### config.mk
export PLATFORM = sky130hd
export DESIGN_NAME = pic_top
export DESIGN_NICKNAME = d
export VERILOG_FILES = /design/src/logic/pic_top.v /design/src/logic/pic_arb.v /design/src/logic/pic_stack.v
export VERILOG_INCLUDE_DIRS = /design/src /design/src/logic
export SDC_FILE = /design/constraint.sdc
export NUM_CORES = 1
export LEC_CHECK = 0
export ABC_CLOCK_PERIOD_IN_PS = 15900
export BUFFER_PORTS_ARGS = -buffer_cell sky130_fd_sc_hd__buf_4
export CAP_MARGIN = 20
export CORE_ASPECT_RATIO = 2
export CORE_MARGIN = 2
export CORE_UTILIZATION = 51
export CTS_CLUSTER_DIAMETER = 40
export DETAILED_ROUTE_END_ITERATION = 10
export PLACE_DENSITY = 0.86
export SKIP_LAST_GASP = 1
export SYNTH_ARGS = -nofsm -noshare
export SYNTH_HDL_FRONTEND = slang
export SYNTH_SLANG_ARGS = --single-unit
### constraint.sdc
create_clock -name aclk -period 15.9 [get_ports aclk]
set_clock_uncertainty 0.05 [all_clocks]
set_input_delay 0.795 -clock aclk [delete_from_list [all_inputs] [get_ports aclk]]
set_output_delay 0.795 -clock aclk [all_outputs]
set_load 0.02 [all_outputs]
### src/logic/pic_regs.vh
// Register map, field positions, vectors and levels of the interrupt controller
`ifndef PIC_REGS_VH
`define PIC_REGS_VH
`define PIC_NSRC 13
`define PIC_OFF_IE 8'h00
`define PIC_OFF_EIE 8'h04
`define PIC_OFF_LP 8'h08
`define PIC_OFF_HP 8'h0C
`define PIC_OFF_ELP 8'h10
`define PIC_OFF_EHP 8'h14
`define PIC_OFF_TIMER_CONTROL_REG 8'h18
`define PIC_OFF_UPPER_FLAG_REG 8'h1C
`define PIC_OFF_WDC 8'h20
`define PIC_OFF_SER 8'h24
`define PIC_OFF_STAT 8'h28
`define PIC_IE_GLOBAL 7
`define PIC_TIMER_CONTROL_REG_IT0 0
`define PIC_TIMER_CONTROL_REG_PIN0F 1
`define PIC_TIMER_CONTROL_REG_IT1 2
`define PIC_TIMER_CONTROL_REG_PIN1F 3
`define PIC_TIMER_CONTROL_REG_TF0 5
`define PIC_TIMER_CONTROL_REG_TF1 7
`define PIC_UPPER_FLAG_REG_PIN2F 4
`define PIC_WDC_WDF 3
`define PIC_WDC_PFF 4
`define PIC_WDC_PFE 5
`define PIC_SER_S0RX 0
`define PIC_SER_S0TX 1
`define PIC_SER_S1RX 2
`define PIC_SER_S1TX 3
`define PIC_SER_T2OVF 4
`define PIC_SER_T2PIN 5
`define PIC_REG_RESET 8'h00
`define PIC_PF_LEVEL 3'h4
`define PIC_RESP_OKAY 2'h0
`define PIC_RESP_SLVERR 2'h2
`define PIC_SRC_PF 4'h0
`define PIC_SRC_X0 4'h1
`define PIC_SRC_T0 4'h2
`define PIC_SRC_X1 4'h3
`define PIC_SRC_T1 4'h4
`define PIC_VEC_PF 8'h33
`define PIC_VEC_X0 8'h03
`define PIC_VEC_T0 8'h0B
`define PIC_VEC_X1 8'h13
`define PIC_VEC_T1 8'h1B
`define PIC_VEC_S0 8'h23
`define PIC_VEC_T2 8'h2B
`define PIC_VEC_S1 8'h3B
`define PIC_VEC_X2 8'h43
`define PIC_VEC_X3 8'h4B
`define PIC_VEC_X4 8'h53
`define PIC_VEC_X5 8'h5B
`define PIC_VEC_WD 8'h63
`endif

### src/logic/pic_top.v
// Prioritised interrupt controller with AXI4-Lite register access
`timescale 1ns/1ps
`default_nettype none
`include "pic_regs.vh"
module pic_top (
	input wire aclk,
	input wire aresetn,
	input wire [7:0] s_axil_awaddr,
	input wire s_axil_awvalid,
	output wire s_axil_awready,
	input wire [31:0] s_axil_wdata,
	input wire [3:0] s_axil_wstrb,
	input wire s_axil_wvalid,
	output wire s_axil_wready,
	output reg [1:0] s_axil_bresp,
	output reg s_axil_bvalid,
	input wire s_axil_bready,
	input wire [7:0] s_axil_araddr,
	input wire s_axil_arvalid,
	output wire s_axil_arready,
	output reg [31:0] s_axil_rdata,
	output reg [1:0] s_axil_rresp,
	output reg s_axil_rvalid,
	input wire s_axil_rready,
	input wire power_low,
	input wire [5:0] ext_pin_n,
	input wire timer0_ovf,
	input wire timer1_ovf,
	input wire timer2_ovf,
	input wire timer2_pin,
	input wire serial0_rx,
	input wire serial0_tx,
	input wire serial1_rx,
	input wire serial1_tx,
	input wire watchdog_tmo,
	output reg irq_req,
	output reg [7:0] irq_vector,
	output reg [3:0] irq_src,
	input wire irq_ack,
	input wire irq_reti
);
	reg [7:0] int_enable_reg;
	reg [7:0] upper_int_enable_reg;
	reg [7:0] low_priority_reg;
	reg [7:0] high_priority_reg;
	reg [7:0] upper_low_priority_reg;
	reg [7:0] upper_high_priority_reg;
	reg it0;
	reg it1;
	reg timer0_overflow_flag;
	reg timer1_overflow_flag;
	reg timer2_overflow_flag;
	reg timer2_pin_flag;
	reg serial0_rx_flag;
	reg serial0_tx_flag;
	reg serial1_rx_flag;
	reg serial1_tx_flag;
	reg watchdog_irq_flag;
	reg power_fail_flag;
	reg power_fail_irq_enable;
	reg [5:0] pin_flag;
	reg [5:0] pin_prev;
	reg power_prev;
	reg [2:0] irq_lvl;
	reg aw_held;
	reg w_held;
	reg [7:0] aw_addr;
	reg [7:0] w_data;
	reg w_lane0;
	reg [7:0] rd_byte;
	reg rd_ok;
	reg [7:0] next_vector;
	wire wr_fire;
	wire wr_en;
	wire wr_ok;
	wire ack_t0;
	wire ack_t1;
	wire wr_timer_control_reg;
	wire wr_upper_flag_reg;
	wire wr_wdc;
	wire wr_ser;
	wire [5:0] pin_wr;
	wire [5:0] pin_wd;
	wire [5:0] pin_mode_edge;
	wire [5:0] pin_ack;
	wire [5:0] pin_fall;
	wire power_drop;
	wire [12:0] pend;
	wire [12:0] en;
	wire [11:0] hi;
	wire [11:0] lo;
	wire win_valid;
	wire [3:0] win_idx;
	wire [2:0] win_lvl;
	wire [4:0] active;
	wire cur_valid;
	wire [2:0] cur_lvl;
	wire take;

	// Register bus: address and data may arrive in either order
	assign s_axil_awready = ~aw_held;
	assign s_axil_wready = ~w_held;
	assign s_axil_arready = ~s_axil_rvalid;
	assign wr_fire = aw_held & w_held & ~s_axil_bvalid;
	assign wr_ok = aw_addr <= `PIC_OFF_SER && aw_addr[1:0] == 2'h0;
	// Only byte lane 0 carries register bits, so writes without it leave state alone
	assign wr_en = wr_fire & wr_ok & w_lane0;

	always @(posedge aclk)
	begin
		if (!aresetn)
		begin
			aw_held <= 1'b0;
			w_held <= 1'b0;
			aw_addr <= 8'h00;
			w_data <= 8'h00;
			w_lane0 <= 1'b0;
			s_axil_bvalid <= 1'b0;
			s_axil_bresp <= `PIC_RESP_OKAY;
		end
		else
		begin
			if (s_axil_awvalid && !aw_held)
			begin
				aw_held <= 1'b1;
				aw_addr <= s_axil_awaddr;
			end
			else if (wr_fire)
				aw_held <= 1'b0;
			if (s_axil_wvalid && !w_held)
			begin
				w_held <= 1'b1;
				w_data <= s_axil_wdata[7:0];
				w_lane0 <= s_axil_wstrb[0];
			end
			else if (wr_fire)
				w_held <= 1'b0;
			if (wr_fire)
			begin
				s_axil_bvalid <= 1'b1;
				s_axil_bresp <= wr_ok ? `PIC_RESP_OKAY : `PIC_RESP_SLVERR;
			end
			else if (s_axil_bready)
				s_axil_bvalid <= 1'b0;
		end
	end

	// Status word shows the in-service levels and the offered vector
	always @*
	begin
		rd_ok = 1'b1;
		rd_byte = 8'h00;
		case (s_axil_araddr)
			`PIC_OFF_IE: rd_byte = int_enable_reg;
			`PIC_OFF_EIE: rd_byte = upper_int_enable_reg;
			`PIC_OFF_LP: rd_byte = low_priority_reg;
			`PIC_OFF_HP: rd_byte = high_priority_reg;
			`PIC_OFF_ELP: rd_byte = upper_low_priority_reg;
			`PIC_OFF_EHP: rd_byte = upper_high_priority_reg;
			`PIC_OFF_TIMER_CONTROL_REG: rd_byte = {timer1_overflow_flag, 1'b0, timer0_overflow_flag, 1'b0,
				pin_flag[1], it1, pin_flag[0], it0};
			`PIC_OFF_UPPER_FLAG_REG: rd_byte = {pin_flag[5:2], 4'h0};
			`PIC_OFF_WDC: rd_byte = {2'h0, power_fail_irq_enable, power_fail_flag,
				watchdog_irq_flag, 3'h0};
			`PIC_OFF_SER: rd_byte = {2'h0, timer2_pin_flag, timer2_overflow_flag,
				serial1_tx_flag, serial1_rx_flag, serial0_tx_flag, serial0_rx_flag};
			`PIC_OFF_STAT: rd_byte = 8'h00;
			default: rd_ok = 1'b0;
		endcase
	end

	always @(posedge aclk)
	begin
		if (!aresetn)
		begin
			s_axil_rvalid <= 1'b0;
			s_axil_rdata <= 32'h00000000;
			s_axil_rresp <= `PIC_RESP_OKAY;
		end
		else if (s_axil_arvalid && !s_axil_rvalid)
		begin
			s_axil_rvalid <= 1'b1;
			s_axil_rresp <= rd_ok ? `PIC_RESP_OKAY : `PIC_RESP_SLVERR;
			if (s_axil_araddr == `PIC_OFF_STAT)
				s_axil_rdata <= {8'h00, irq_vector, 4'h0, irq_src, 3'h0, active};
			else
				s_axil_rdata <= {24'h000000, rd_byte};
		end
		else if (s_axil_rready)
			s_axil_rvalid <= 1'b0;
	end

	// Enable and priority registers steer the resolver
	always @(posedge aclk)
	begin
		if (!aresetn)
		begin
			int_enable_reg <= `PIC_REG_RESET;
			upper_int_enable_reg <= `PIC_REG_RESET;
			low_priority_reg <= `PIC_REG_RESET;
			high_priority_reg <= `PIC_REG_RESET;
			upper_low_priority_reg <= `PIC_REG_RESET;
			upper_high_priority_reg <= `PIC_REG_RESET;
			it0 <= 1'b0;
			it1 <= 1'b0;
			power_fail_irq_enable <= 1'b0;
		end
		else if (wr_en)
		begin
			case (aw_addr)
				`PIC_OFF_IE: int_enable_reg <= w_data;
				`PIC_OFF_EIE: upper_int_enable_reg <= {3'h0, w_data[4:0]};
				`PIC_OFF_LP: low_priority_reg <= {1'b0, w_data[6:0]};
				`PIC_OFF_HP: high_priority_reg <= {1'b0, w_data[6:0]};
				`PIC_OFF_ELP: upper_low_priority_reg <= {3'h0, w_data[4:0]};
				`PIC_OFF_EHP: upper_high_priority_reg <= {3'h0, w_data[4:0]};
				`PIC_OFF_TIMER_CONTROL_REG:
				begin
					it0 <= w_data[`PIC_TIMER_CONTROL_REG_IT0];
					it1 <= w_data[`PIC_TIMER_CONTROL_REG_IT1];
				end
				`PIC_OFF_WDC: power_fail_irq_enable <= w_data[`PIC_WDC_PFE];
				default: it0 <= it0;
			endcase
		end
	end

	// Source conditions
	assign pin_fall = pin_prev & ~ext_pin_n;
	assign power_drop = power_low & ~power_prev;
	assign take = irq_req & irq_ack;
	assign ack_t0 = take && irq_src == `PIC_SRC_T0;
	assign ack_t1 = take && irq_src == `PIC_SRC_T1;
	assign wr_timer_control_reg = wr_en && aw_addr == `PIC_OFF_TIMER_CONTROL_REG;
	assign wr_upper_flag_reg = wr_en && aw_addr == `PIC_OFF_UPPER_FLAG_REG;
	assign wr_wdc = wr_en && aw_addr == `PIC_OFF_WDC;
	assign wr_ser = wr_en && aw_addr == `PIC_OFF_SER;
	assign pin_wr = {{4{wr_upper_flag_reg}}, wr_timer_control_reg, wr_timer_control_reg};
	assign pin_wd = {w_data[7:`PIC_UPPER_FLAG_REG_PIN2F], w_data[`PIC_TIMER_CONTROL_REG_PIN1F],
		w_data[`PIC_TIMER_CONTROL_REG_PIN0F]};
	assign pin_mode_edge = {4'hF, it1, it0};
	assign pin_ack = {4'h0, take && irq_src == `PIC_SRC_X1, take && irq_src == `PIC_SRC_X0};

	genvar p;
	generate
		for (p = 0; p < 6; p = p + 1)
		begin : g_pin
			always @(posedge aclk)
			begin
				if (!aresetn)
				begin
					pin_prev[p] <= 1'b1;
					pin_flag[p] <= 1'b0;
				end
				else
				begin
					pin_prev[p] <= ext_pin_n[p];
					if (!pin_mode_edge[p])
						pin_flag[p] <= ~ext_pin_n[p];
					// vectoring clears the pin 0 and pin 1 edge flags only, a new edge still wins
					else
						pin_flag[p] <= (pin_wr[p] ? pin_wd[p] : pin_flag[p] & ~pin_ack[p])
							| pin_fall[p];
				end
			end
		end
	endgenerate

	// flags set regardless of enables, and a set beats any clear
	always @(posedge aclk)
	begin
		if (!aresetn)
		begin
			timer0_overflow_flag <= 1'b0;
			timer1_overflow_flag <= 1'b0;
			timer2_overflow_flag <= 1'b0;
			timer2_pin_flag <= 1'b0;
			serial0_rx_flag <= 1'b0;
			serial0_tx_flag <= 1'b0;
			serial1_rx_flag <= 1'b0;
			serial1_tx_flag <= 1'b0;
			watchdog_irq_flag <= 1'b0;
			power_fail_flag <= 1'b0;
			power_prev <= 1'b0;
		end
		else
		begin
			power_prev <= power_low;
			timer0_overflow_flag <= (wr_timer_control_reg ? w_data[`PIC_TIMER_CONTROL_REG_TF0] :
				timer0_overflow_flag & ~ack_t0) | timer0_ovf;
			timer1_overflow_flag <= (wr_timer_control_reg ? w_data[`PIC_TIMER_CONTROL_REG_TF1] :
				timer1_overflow_flag & ~ack_t1) | timer1_ovf;
			// these flags are cleared only by software writes, not by vectoring
			timer2_overflow_flag <= (wr_ser ? w_data[`PIC_SER_T2OVF] :
				timer2_overflow_flag) | timer2_ovf;
			timer2_pin_flag <= (wr_ser ? w_data[`PIC_SER_T2PIN] : timer2_pin_flag)
				| timer2_pin;
			serial0_rx_flag <= (wr_ser ? w_data[`PIC_SER_S0RX] : serial0_rx_flag)
				| serial0_rx;
			serial0_tx_flag <= (wr_ser ? w_data[`PIC_SER_S0TX] : serial0_tx_flag)
				| serial0_tx;
			serial1_rx_flag <= (wr_ser ? w_data[`PIC_SER_S1RX] : serial1_rx_flag)
				| serial1_rx;
			serial1_tx_flag <= (wr_ser ? w_data[`PIC_SER_S1TX] : serial1_tx_flag)
				| serial1_tx;
			watchdog_irq_flag <= (wr_wdc ? w_data[`PIC_WDC_WDF] : watchdog_irq_flag)
				| watchdog_tmo;
			// sticky on each drop below the warning level
			power_fail_flag <= (wr_wdc ? w_data[`PIC_WDC_PFF] : power_fail_flag)
				| power_drop;
		end
	end

	assign pend = {watchdog_irq_flag, pin_flag[5:2], serial1_rx_flag | serial1_tx_flag,
		timer2_overflow_flag | timer2_pin_flag, serial0_rx_flag | serial0_tx_flag,
		timer1_overflow_flag, pin_flag[1], timer0_overflow_flag, pin_flag[0],
		power_fail_flag};
	assign en = {upper_int_enable_reg[4:0], int_enable_reg[6:0], power_fail_irq_enable};
	assign lo = {upper_low_priority_reg[4:0], low_priority_reg[6:0]};
	assign hi = {upper_high_priority_reg[4:0], high_priority_reg[6:0]};

	// global enable gates all but power-fail
	pic_arb u_arb (
		.pend(pend),
		.en(en),
		.global_en(int_enable_reg[`PIC_IE_GLOBAL]),
		.hi(hi),
		.lo(lo),
		.cur_valid(cur_valid),
		.cur_lvl(cur_lvl),
		.win_valid(win_valid),
		.win_idx(win_idx),
		.win_lvl(win_lvl)
	);

	pic_stack u_stack (
		.aclk(aclk),
		.aresetn(aresetn),
		.push(take),
		.push_lvl(irq_lvl),
		.pop(irq_reti),
		.active(active),
		.cur_valid(cur_valid),
		.cur_lvl(cur_lvl)
	);

	always @*
	begin
		case (win_idx)
			4'h0: next_vector = `PIC_VEC_PF;
			4'h1: next_vector = `PIC_VEC_X0;
			4'h2: next_vector = `PIC_VEC_T0;
			4'h3: next_vector = `PIC_VEC_X1;
			4'h4: next_vector = `PIC_VEC_T1;
			4'h5: next_vector = `PIC_VEC_S0;
			4'h6: next_vector = `PIC_VEC_T2;
			4'h7: next_vector = `PIC_VEC_S1;
			4'h8: next_vector = `PIC_VEC_X2;
			4'h9: next_vector = `PIC_VEC_X3;
			4'hA: next_vector = `PIC_VEC_X4;
			4'hB: next_vector = `PIC_VEC_X5;
			default: next_vector = `PIC_VEC_WD;
		endcase
	end

	// Request drops for one cycle after an ack so the new in-service level settles
	always @(posedge aclk)
	begin
		if (!aresetn)
		begin
			irq_req <= 1'b0;
			irq_vector <= 8'h00;
			irq_src <= 4'h0;
			irq_lvl <= 3'h0;
		end
		else
		begin
			// only a strictly higher level is offered
			irq_req <= win_valid & ~take & ~irq_reti;
			irq_vector <= next_vector;
			irq_src <= win_idx;
			irq_lvl <= win_lvl;
		end
	end
endmodule
`default_nettype wire

### src/logic/pic_arb.v
// Priority resolver: gating, level per source, natural order tie break
`timescale 1ns/1ps
`default_nettype none
`include "pic_regs.vh"
module pic_arb (
	input wire [12:0] pend,
	input wire [12:0] en,
	input wire global_en,
	input wire [11:0] hi,
	input wire [11:0] lo,
	input wire cur_valid,
	input wire [2:0] cur_lvl,
	output wire win_valid,
	output reg [3:0] win_idx,
	output reg [2:0] win_lvl
);
	wire [12:0] req;
	wire [38:0] lvl_flat;
	reg found;
	integer j;
	genvar i;
	generate
		for (i = 0; i < `PIC_NSRC; i = i + 1)
		begin : g_src
			if (i == 0)
			begin : g_pf
				assign req[i] = pend[i] & en[i];
				assign lvl_flat[2:0] = `PIC_PF_LEVEL;
			end
			else
			begin : g_std
				assign req[i] = pend[i] & en[i] & global_en;
				assign lvl_flat[3*i+2:3*i] = {1'b0, hi[i-1], lo[i-1]};
			end
		end
	endgenerate
	// scanning downward lets the earliest source win a tie
	always @*
	begin
		found = 1'b0;
		win_idx = 4'h0;
		win_lvl = 3'h0;
		for (j = `PIC_NSRC - 1; j >= 0; j = j - 1)
		begin
			if (req[j] && (!found || lvl_flat[3*j+:3] >= win_lvl))
			begin
				found = 1'b1;
				win_idx = j[3:0];
				win_lvl = lvl_flat[3*j+:3];
			end
		end
	end
	// strictly higher than the running handler
	assign win_valid = found && (!cur_valid || win_lvl > cur_lvl);
endmodule
`default_nettype wire

### src/logic/pic_stack.v
// In-service level tracker: one bit per level, cleared on return
`timescale 1ns/1ps
`default_nettype none
module pic_stack (
	input wire aclk,
	input wire aresetn,
	input wire push,
	input wire [2:0] push_lvl,
	input wire pop,
	output reg [4:0] active,
	output reg cur_valid,
	output reg [2:0] cur_lvl
);
	integer k;
	wire [4:0] pop_mask;
	wire [4:0] push_mask;
	assign pop_mask = (pop && cur_valid) ? (5'h01 << cur_lvl) : 5'h00;
	assign push_mask = push ? (5'h01 << push_lvl) : 5'h00;
	always @*
	begin
		cur_valid = 1'b0;
		cur_lvl = 3'h0;
		for (k = 0; k < 5; k = k + 1)
		begin
			if (active[k])
			begin
				cur_valid = 1'b1;
				cur_lvl = k[2:0];
			end
		end
	end
	// return ends the highest running level first
	always @(posedge aclk)
	begin
		if (!aresetn)
			active <= 5'h00;
		else
			active <= (active & ~pop_mask) | push_mask;
	end
endmodule
`default_nettype wire

==> metrics.yaml <==
outcome: "finished, violations left"
violations: "design-rule violations"
synthToLayoutAreaGrowth_pct: 28.6
antenna_found_initial: 0
synth_area_per_cell_um2: 8.16
place_hpwl_mm: 16.2
async_reset_ff_share_pct: 0
grt_pass1_vias: 6870
cp_data_arrival_time_ps: 15540
port_buffers: 85
core_area_um2: 13000
worst-setup-path-type: "flop to flop"
drtAntennaViolNets: 0
crit_buf_inv: 5
powerDensity_nw_per_um2: 88.7
startpoint_type: "flop"
stdcell_area_um2: 8730
slowest_stage: "a221o_2"
path_common_cell: "ha_1"
leakage_uw: 0.00375
place_inst: 1079
routabilityCongestion: 1.01
htree_levels: 4
grt_pass1_wl_mm: 34.5
routed_wl_mm: 22.6
clk_latency_ps: 420
dr.pass1.iters: 11
yosysSeqAreaShare_pct: 35.1
die_h_um: 167
finalSetupViolations: 0
worst_ep_required_time_ps: 16180
final_core_util_pct: 67.2
synth_area_um2: 6790
ys_ff_latch: 119
die_w_um: 85.6
n_fill_cell: 999
clockRootBuffer: "clkbuf_16"
crit_path_end_kind: "flop"
worstPathMaxFanout: 5
hold_viol: 0
die_area_um2: 14300
synth_ff_type: "dfxtp_1"
cp_top_family: "compound AO/OA/AOI/OAI gates"
worst_slack_ps: 637
via_per_inst: 6.32
hold_class: "flop to flop"
num_io_pins: 131
drc: 1
nets: 1063
netlist-cell-type-count: 84
grt_max_degree: 53
final_cells: 1126
grt-ovfl-total: 0
seq_area_um2: 2390
start_util_pct: 52.3
fin_crit_sh_pct: 96.0
drive_gt1_share_pct: 25.4
vdd_ir_drop_max_v: 0.000110
synth-edff-count: 0
max-cap-violations: 0
place_ws_ps: -224
hold_buffers: 0
maxSlewHeadroom_pct: 8.95
tritoncts: "yes"
place_area_um2: 7740
num_vias: 7118
clock_path_buffers: 2
max_stage_delay_ps: 380
antenna_cells: 0
max_freq_mhz: 65.5
wire_per_inst_um: 20.0
synth_cells: 832
slew_viol_final: 0
ys_warn_count: 0
regMostFlops: "s_axil_rdata"
period_minus_slack_ps: 15260
num_rows: 59
multi_input_area_um2: 4270
worst_pin_slew_ps: 1370
cts_made_buffers: 17
clk_pin_slew_worst_paths_ps: 60
largest_register_ffs: 16
first_iter_violations: 656
grt_usage_pct: 31.0
cts.sink_count: 119
## cells by family (layout without fill, tap and decap cells)
logic type	after synthesis	in the layout	synth area share, %
and+or+nand+nor	314	314	21.8
AOI/OAI and AO/OA	228	228	24.4
DFF	119	119	35.1
buffers and inverters	95	220	6.63
muxes	48	48	7.15
adders and majority gates	27	27	4.90
other	1	18	0.0552
## path summary, 6_finish.rpt
kind / startpoint / end / slack (ps) / cells past startpoint
max: watchdog_irq_flag$_SDFF_PN0_ / irq_req$_SDFF_PN0_ / 640 / 80
min: s_axil_rdata[20]$_SDFFE_PN0P_ / s_axil_rdata[20]$_SDFFE_PN0P_ / 400 / 2
max reg2reg: watchdog_irq_flag$_SDFF_PN0_ / irq_req$_SDFF_PN0_ / 640 / 80
min reg2reg: s_axil_rdata[20]$_SDFFE_PN0P_ / s_axil_rdata[20]$_SDFFE_PN0P_ / 400 / 2
## repair_timing
action	4_1_cts	5_1_grt
cloned	0	0
buffers inserted	0	15
gates resized for setup	3	60
pin swaps	0	33
setup endpoints to repair	4	10
## layout by cell type (no fill, tap or decap), types with 4 or more instances in the layout
master,Yosys,layout
mux2i_1,47,47
o211a_1,6,6
and2_1,11,11
nand3_1,33,32
a21oi_1,72,67
a22o_1,8,8
dfxtp_1,119,115
a211oi_1,9,9
a31oi_1,12,11
a221oi_1,10,9
o21ai_0,24,19
nand2b_1,26,20
a21o_1,8,8
nand4_1,6,6
nand3b_1,4,4
nor2b_1,9,8
nand2b_4,0,6
clkinvlp_4,0,5
clkbuf_16,0,17
ha_1,25,25
nor2_1,85,82
o211ai_1,10,10
a21oi_2,1,6
nand2_1,102,99
inv_1,41,38
conb_1,1,18
a222oi_1,4,4
a22oi_1,8,8
nor3_1,13,11
nor4_1,6,6
buf_4,25,145
## area by class of cell
cell class | instances | share of cell area (%)
sequential | 119 | 27.4
tap | 152 | 2.18
inverter | 41 | 1.76
clock inverter | 11 | 1.68
timing repair buffer | 147 | 12.7
clock buffer | 21 | 5.39
multi-input combinational | 635 | 48.9
## cells in the mapped netlist, drive strengths merged, types with 3 or more instances
cell type / instances / area share, %
o211ai: 10 / 1.1
and2: 13 / 1.2
and3: 5 / 0.48
o32ai: 3 / 0.50
dfxtp: 119 / 35
ha: 25 / 4.6
nor4: 6 / 0.55
clkbuf: 28 / 1.5
inv: 41 / 2.3
nand2: 102 / 5.6
a21oi: 73 / 5.4
nand3: 33 / 2.4
a21o: 10 / 1.1
o21ai: 25 / 1.8
o31ai: 6 / 0.94
nor2b: 9 / 0.83
o2111ai: 3 / 0.39
a2bb2oi: 3 / 0.39
nand2b: 26 / 2.4
a31oi: 13 / 1.3
a222oi: 4 / 0.59
a211oi: 10 / 1.2
a22oi: 8 / 0.88
mux2i: 47 / 6.9
a221oi: 11 / 1.5
a211o: 4 / 0.53
nand3b: 4 / 0.44
nand4: 6 / 0.55
nor2: 86 / 4.9
nor3b: 4 / 0.52
nor3: 13 / 0.96
o211a: 6 / 0.88
a22o: 8 / 1.0
buf: 26 / 2.8
## metrics by stage
step / hold slack (ps) / TNS [ps] / power, µW
2_1_floorplan: 381 / 0 / 358
3_3_place_gp: 390 / 0 / 380
3_5_place_dp: 399 / -266 / 382
4_1_cts: 406 / 0 / 772
5_1_grt: 422 / -415 / 795
6_report: 404 / 0 / 774
## worst register-to-register path, delay by kind of cell, from the launching register on
| family | cells | cell delay [ps] |
|---|---|---|
| muxes | 1 | 300 |
| adders and majority gates | 14 | 4000 |
| buffers and inverters | 5 | 540 |
| and+or+nand+nor | 23 | 2760 |
| DFF | 1 | 370 |
| AOI/OAI and AO/OA | 37 | 7150 |
## layer usage
layer	wire length (µm)	part of all wire (%)	track usage, %	up-vias
li1	-	-	-	3241
met1	7170	32	29.6	3341
met2	11800	52	55.0	390
met3	1490	6.6	7.54	146
met4	2090	9.3	24.4	0
met5	0	0	0	-
## report_power, final
| group | leakage [µW] | internal (µW) | switching [µW] |
|---|---|---|---|
| logic | 0.00249 | 24.2 | 33.2 |
| clock network | 0.000288 | 258 | 137 |
| registers | 0.000974 | 308 | 13.0 |
Note: power is estimated with default switching activity, not from simulation.
